File: config.mk
export PLATFORM = sky130hd
export DESIGN_NAME = urg_rate_gen
export DESIGN_NICKNAME = d
export VERILOG_FILES = /design/src/logic/urg_rate_gen.v
export VERILOG_INCLUDE_DIRS = /design/src /design/src/logic
export SDC_FILE = /design/constraint.sdc
export NUM_CORES = 1
export LEC_CHECK = 0
export ABC_AREA = 1
export BUFFER_PORTS_ARGS = -buffer_cell sky130_fd_sc_hd__buf_2
export CAP_MARGIN = 20
export CORE_ASPECT_RATIO = 1.5
export CORE_UTILIZATION = 55
export CTS_CLUSTER_SIZE = 20
export DETAILED_ROUTE_END_ITERATION = 16
export GPL_TIMING_DRIVEN = 1
export HOLD_SLACK_MARGIN = 0.15
export PLACE_DENSITY_LB_ADDON = 0.08
export SYNTH_ARGS = -nofsm -noshare
export SYNTH_HDL_FRONTEND = slang
export SYNTH_SLANG_ARGS = --single-unit
File: constraint.sdc
create_clock -name clk -period 7.6 [get_ports clk]
set_input_delay 0 -clock clk [delete_from_list [all_inputs] [get_ports clk]]
set_output_delay 0 -clock clk [all_outputs]
set_load 0.02 [all_outputs]
File: src/logic/urg_consts.vh
/*
  Constants for the per-channel rate generator and interrupt pin block.
  Assumes it is included by bare name from the rate generator design file.
*/
`ifndef URG_CONSTS_VH
`define URG_CONSTS_VH

// register offsets on the 3-bit host address
`define URG_ADDR_FIFO_CTRL   3'h2
`define URG_ADDR_MODEM_CTRL  3'h4
`define URG_ADDR_DIV_LOW     3'h0
`define URG_ADDR_DIV_HIGH    3'h1
`define URG_ADDR_DIV_FRAC    3'h2

// reset values
`define URG_RST_DIV_LOW      8'h01
`define URG_RST_DIV_HIGH     8'h00
`define URG_RST_DIV_FRAC     8'h00
`define URG_RST_CTRL         8'h00

// field positions
`define URG_MCR_PRESCALE_BIT 7
`define URG_FCR_FIFO_EN_BIT  0
`define URG_FRAC_HI          3
`define URG_FRAC_LO          0
`define URG_OSR_HI           5
`define URG_OSR_LO           4

// oversampling selections
`define URG_OSR_16X          2'b00
`define URG_OSR_8X           2'b01
`define URG_OSR_4X           2'b10

// prescale count: divide by 4 means terminal count 3
`define URG_PRESCALE_LAST    2'h3
`define URG_PHASE_LAST       4'hf
`define URG_ONE16            16'h0001
`define URG_ZERO16           16'h0000

`endif

File: src/logic/urg_rate_gen.v
/*
  One channel's fractional rate generator, prescaler and interrupt pin level.
  Assumes the host bus strobes and data arrive already synchronised to clk
  (osc clock); register writes are single-cycle pulses, reads are plain muxes.
*/
// What this block does
// - prescaler divides input clock by 4 when modem control bit 7 set, else 1
// - divisor ranges one to just below 65536 in sixteenth steps
// - sampling pulse paces transmit shifting and receive sampling
// - reset divisor is one: low 01, high 00, fraction 00
// - high byte forms bits 15:8, low byte bits 7:0 of integer divisor
// - fraction register low four bits hold sixteenths
// - fraction bits 5:4 pick sixteen, eight or four samples per bit
// - bit rate is clock over prescale over divisor over oversampling
// - odd fraction at 8x may jitter bit time by a sixteenth
// - host register reads need no oscillator running
// - one oscillator clock feeds both channels' rate generators
// - no fifo: pin low while holding byte, high when empty
// - fifo: pin low above transmit trigger, high below or empty
// - no fifo: pin high with received byte, low with none
// - fifo: pin high above receive trigger, low below
// - fifo control bit 0 picks fifo or plain pin behaviour
`timescale 1ns/1ps
`default_nettype none
`include "urg_consts.vh"

module urg_rate_gen
(
  input  wire       clk,            // oscillator clock shared by both channels
  input  wire       rst,            // asynchronous reset, active high
  input  wire       div_sel,        // address targets divisor registers
  input  wire [2:0] addr,           // host register address
  input  wire       wr_stb,         // one-cycle write pulse
  input  wire [7:0] wr_data,        // host write data
  output reg  [7:0] rd_data,        // host read data, combinational mux
  input  wire       tx_hold_full,   // non-fifo: byte in holding register
  input  wire       tx_empty,       // transmitter wholly empty
  input  wire       tx_above_trig,  // transmit fifo above trigger level
  input  wire       tx_fifo_empty,  // transmit fifo empty
  input  wire       rx_hold_full,   // non-fifo: received byte held
  input  wire       rx_above_trig,  // receive fifo above trigger level
  output reg        sample_tick,    // one-cycle sampling pulse
  output reg  [1:0] oversample,     // selected oversampling code
  output reg        tx_irq_level,   // transmit view of the interrupt pin
  output reg        rx_irq_level    // receive view of the interrupt pin
);

  ////////////////////////////////////////////////////////////////////////
  // registers
  reg  [7:0] divisor_integer_low;
  reg  [7:0] divisor_integer_high;
  reg  [7:0] divisor_fraction_and_oversample;
  reg  [7:0] modem_control_reg;
  reg  [7:0] fifo_control_reg;

  always @(posedge clk or posedge rst)
  begin
    if (rst)
    begin
      divisor_integer_low             <= `URG_RST_DIV_LOW;
      divisor_integer_high            <= `URG_RST_DIV_HIGH;
      divisor_fraction_and_oversample <= `URG_RST_DIV_FRAC;
      modem_control_reg               <= `URG_RST_CTRL;
      fifo_control_reg                <= `URG_RST_CTRL;
    end
    else if (wr_stb)
    begin
      if (div_sel)
      begin
        if (addr == `URG_ADDR_DIV_LOW)
          divisor_integer_low <= wr_data;
        if (addr == `URG_ADDR_DIV_HIGH)
          divisor_integer_high <= wr_data;
        if (addr == `URG_ADDR_DIV_FRAC)
          divisor_fraction_and_oversample <= wr_data;
      end
      else
      begin
        if (addr == `URG_ADDR_MODEM_CTRL)
          modem_control_reg <= wr_data;
        if (addr == `URG_ADDR_FIFO_CTRL)
          fifo_control_reg <= wr_data;
      end
    end
  end

  // reads are pure muxes of flops, so no clock edge is needed
  always @*
  begin
    rd_data = 8'h00;
    if (div_sel)
    begin
      if (addr == `URG_ADDR_DIV_LOW)
        rd_data = divisor_integer_low;
      else if (addr == `URG_ADDR_DIV_HIGH)
        rd_data = divisor_integer_high;
      else if (addr == `URG_ADDR_DIV_FRAC)
        rd_data = divisor_fraction_and_oversample;
    end
    else if (addr == `URG_ADDR_MODEM_CTRL)
      rd_data = modem_control_reg;
  end

  ////////////////////////////////////////////////////////////////////////
  // prescaler: clk is the single shared oscillator
  reg  [1:0] pre_cnt;
  wire       pre_tick;
  assign pre_tick = modem_control_reg[`URG_MCR_PRESCALE_BIT] ?
                    (pre_cnt == `URG_PRESCALE_LAST) : 1'b1;

  always @(posedge clk or posedge rst)
  begin
    if (rst)
      pre_cnt <= 2'h0;
    else if (pre_tick)
      pre_cnt <= 2'h0;
    else
      pre_cnt <= pre_cnt + 2'h1;
  end

  ////////////////////////////////////////////////////////////////////////
  // fractional divider; settings latched only at period end
  wire [15:0] div_int;
  wire [3:0]  div_frac;
  assign div_int  = {divisor_integer_high, divisor_integer_low};
  assign div_frac = divisor_fraction_and_oversample[`URG_FRAC_HI:`URG_FRAC_LO];

  reg  [15:0] per_cnt;
  reg  [15:0] per_len;   // length of the running period in prescaled clocks
  reg  [3:0]  phase;     // position in the sixteen-period pattern
  reg  [4:0]  frac_acc;
  reg  [4:0]  next_frac_acc;
  reg         stretch;   // extra clock on this period
  reg         next_stretch;
  reg  [15:0] next_len;

  // zero divisor is treated as one so the output never stalls
  always @*
  begin
    next_frac_acc = {1'b0, frac_acc[3:0]} + {1'b0, div_frac};
    next_stretch  = next_frac_acc[4];
    next_len      = (div_int == `URG_ZERO16) ? `URG_ONE16 : div_int;
  end

  always @(posedge clk or posedge rst)
  begin
    if (rst)
    begin
      per_cnt     <= 16'h0000;
      per_len     <= `URG_ONE16;
      phase       <= 4'h0;
      frac_acc    <= 5'h00;
      stretch     <= 1'b0;
      sample_tick <= 1'b0;
      oversample  <= `URG_OSR_16X;
    end
    else
    begin
      sample_tick <= 1'b0;
      if (pre_tick)
      begin
        if (per_cnt + `URG_ONE16 >= per_len && !stretch)
        begin
          // full period done: emit tick, load fresh settings
          sample_tick <= 1'b1;
          per_cnt     <= 16'h0000;
          per_len     <= next_len;
          phase       <= phase + 4'h1;
          frac_acc    <= {1'b0, next_frac_acc[3:0]};
          stretch     <= next_stretch;
          // odd fractions at 8x may land unevenly on bits
          oversample  <= divisor_fraction_and_oversample[`URG_OSR_HI:`URG_OSR_LO];
        end
        else if (per_cnt + `URG_ONE16 >= per_len)
          stretch <= 1'b0;
        else
          per_cnt <= per_cnt + `URG_ONE16;
      end
    end
  end

  ////////////////////////////////////////////////////////////////////////
  // interrupt pin levels
  wire fifo_en;
  assign fifo_en = fifo_control_reg[`URG_FCR_FIFO_EN_BIT];

  always @(posedge clk or posedge rst)
  begin
    if (rst)
    begin
      tx_irq_level <= 1'b1;
      rx_irq_level <= 1'b0;
    end
    else
    begin
      if (fifo_en)
        tx_irq_level <= !(tx_above_trig && !tx_fifo_empty && !tx_empty);
      else
        tx_irq_level <= !tx_hold_full || tx_empty;
      if (fifo_en)
        rx_irq_level <= rx_above_trig;
      else
        rx_irq_level <= rx_hold_full;
    end
  end

endmodule
`default_nettype wire

==> results.sh <==
export IMPL_numCtsBuffers=9
export IMPL_dieHeight_um=110
export IMPL_tightest_slew_ns=0.965
export IMPL_clkSinkCount=77
export IMPL_outcome="completed"
export IMPL_clk_pin_slew_worst_paths_ns=0.06
export IMPL_fin_nets=616
export IMPL_die_w_um=74.2
export IMPL_syn_num_nets=567
export IMPL_wire_per_inst_um=14.8
export IMPL_synth_compound_area_share_pct=10.3
export IMPL_yosysSeqAreaShare_pct=44.9
export IMPL_slew_headroom_pct=35.6
export IMPL_clock_latency_ns=0.34
export IMPL_synth_edf_count=0
export IMPL_netlist_area_sq_um=4300
export IMPL_powerDensity_nw_per_um2=300
export IMPL_synthSimpleGateAreaFrac_pct=27.3
export IMPL_grt_overflow=0
export IMPL_post_cts_resize_count=0
export IMPL_max_freq_mhz=312
export IMPL_leakage_nw=2.62
export IMPL_synth_xor_xnor_area_share_pct=2.44
export IMPL_dieArea_sq_um=8180
export IMPL_cts_root_buffer="clkbuf_16"
export IMPL_worst_setup_path_type="flop to flop"
export IMPL_crit_path_start_kind="flop"
export IMPL_async_flop_share_pct=100
export IMPL_grt_util_all_layers_pct=27.3
export IMPL_worst_ep_arrival_time_ns=3.48
export IMPL_fin_crit_ns=3.20
export IMPL_grt_max_degree=78
export IMPL_synthFlopType="dfrtp_1"
export IMPL_hold_violations=0
export IMPL_synthAdderAreaFrac_pct=6.87
export IMPL_postSynthAreaPerCell_sq_um=8.22
export IMPL_tritoncts="done"
export IMPL_setup_violations=0
export IMPL_synthMuxAreaShare_pct=0.262
export IMPL_drt_iter0_markers=167
export IMPL_fillCellCount=692
export IMPL_synthToLayoutAreaGrowth_pct=16.2
export IMPL_cts_htree_levels=3
export IMPL_drt_pass1_iter_count=4
export IMPL_place_congestion=0.884
export IMPL_placed_area_sq_um=4490
export IMPL_final_util_pct=65.6
export IMPL_post_cts_setup_buffers=0
export IMPL_drtAntennaViolNets=0
export IMPL_rows=39
export IMPL_synth_top_family_by_area="simple AND/OR/NAND/NOR gates"
export IMPL_fin_crit_sh_pct=42.2
export IMPL_finalClockSkew_ns=0.00714
export IMPL_post_route_drc_count=0
export IMPL_ys_types=39
export IMPL_drive_gt1_share_pct=12.8
export IMPL_reg_top3="per_cnt: 16 flops, per_len: 16 flops"
export IMPL_totalPowerFinal_mw=1.50
export IMPL_endpoint_kind="flop"
export IMPL_slew_violations=0
export IMPL_cts_buffer_depth=2
export IMPL_num_io_pins=34
export IMPL_wl_um=10100
export IMPL_crit_required_ns=7.87
export IMPL_ys_ff_latch=77
export IMPL_synthCells=523
export IMPL_design_area_sq_um=5000
export IMPL_coreArea_sq_um=7610
export IMPL_yosys_warnings=0
export IMPL_hold_path_class="input pin to flop"
export IMPL_rsz0062_at_grt="no"
export IMPL_holdWs_ns=0.202
export IMPL_vdd_drop_max_mv=0.174
export IMPL_port_buffers=33
export IMPL_grt_pass1_vias=3444
export IMPL_setup_tns_ns=0
export IMPL_vias_per_cell=5.33
export IMPL_cts_hold_buf=21
export IMPL_max_cap_violations=0
export IMPL_num_antenna_cells=0
export IMPL_grt_pass1_wl_um=16300
export IMPL_initial_core_util_pct=56.5
export IMPL_dp_hpwl_um=7190
export IMPL_vias=3621
export IMPL_worstPathMaxFanout=25
export IMPL_antenna_found_initial=0
-- metrics by stage --
step                      setup slack, ns  cells
after global placement               4.54    642
after CTS                            4.44    679
after global routing                 4.04    679
after detailed placement             4.48    642
after floorplan                      5.16    523
final                                4.40    679
-- synthesized netlist by cell type, drive strengths merged (4+ instances only) --
cell,number,area (sq um)
nand2,160,628
nor2,21,91.3
o21ai,50,280
buf,14,97.6
dfrtp,74,1850
nand4,22,138
o211ai,8,60.1
a21oi,12,71.3
ha,22,275
xnor2,4,35.0
nand3,46,248
inv,60,225
xor2,8,70.1
-- layer usage --
layer	vias to the layer above	routed length, um	global-route usage (%)	share of wire (%)
li1	1820	-	-	-
met1	1704	4090	30.4	41
met5	-	0	0	0
met4	0	331	12.8	3.3
met2	74	5370	49.1	53
met3	23	272	5.27	2.7
-- critical path, cell delays in order (launching register included) --
cell     delay, ns
dfrtp_1       0.43
nand2_1       0.11
nor2_1        0.30
nand2_1       0.09
nor2_1        0.17
xor2_1        0.25
ha_1          0.29
a21oi_1       0.14
o21ai_0       0.15
a21oi_4       0.49
nand2_4       0.28
nand2_4       0.28
nand2_1       0.09
nand2_1       0.07
-- worst paths after layout --
kind | from | end | slack, ns | cells after the start
setup / recovery | per_cnt[5] | per_len[11] | 4.40 | 13
hold / removal | addr[0] | modem_control_reg[4] | 0.20 | 4
setup reg to reg | per_cnt[5] | per_len[11] | 4.40 | 13
hold reg to reg | pre_cnt[0] | pre_cnt[0] | 0.44 | 1
max in group asynchronous | rst | per_cnt[11] | 6.47 | 4
min in group asynchronous | rst | sample_tick | 0.51 | 4
-- cells in the final DEF (no fill, tap or decap), types with 3 or more instances in the layout --
| cell | n |
|---|---|
| nand2_4 | 3 |
| a21oi_1 | 11 |
| nand4_1 | 22 |
| ha_1 | 22 |
| nor3_1 | 3 |
| clkinv_2 | 3 |
| o21ai_2 | 8 |
| dlygate4sd3_1 | 21 |
| o21ai_0 | 41 |
| o211ai_1 | 8 |
| clkbuf_16 | 9 |
| nor2_1 | 18 |
| dfrtp_1 | 74 |
| nand2_1 | 155 |
| xnor2_1 | 4 |
| xor2_1 | 8 |
| nand3b_1 | 3 |
| buf_2 | 33 |
| dfstp_2 | 3 |
| inv_1 | 58 |
| nand3_1 | 44 |
-- power breakdown --
part | leakage, nW | internal (mW) | switching [mW]
clock network | 0.143 | 0.262 | 0.165
registers | 0.996 | 0.516 | 0.0762
logic | 1.48 | 0.171 | 0.307
total | 2.62 | 0.949 | 0.547
-- final cells by class --
| type | instances | area (sq um) | share of cell area [%] |
|---|---|---|---|
| clock buffers | 12 | 246 | 4.93 |
| inverters | 61 | 230 | 4.61 |
| clock inverters | 4 | 47.5 | 0.951 |
| repair buffers | 55 | 383 | 7.66 |
| multi-input cells | 368 | 2030 | 40.7 |
| flip-flops and latches | 77 | 1930 | 38.6 |
| well taps | 102 | 128 | 2.55 |
-- cells by family after synthesis --
group	count (synthesis)
xor gates and xnor gates	12
buffers and inverters	78
muxes	1
AOI/OAI and AO/OA	74
and+or+nand+nor	258
DFF	77
adders and majority gates	23
(Power assumes the default switching activity.)
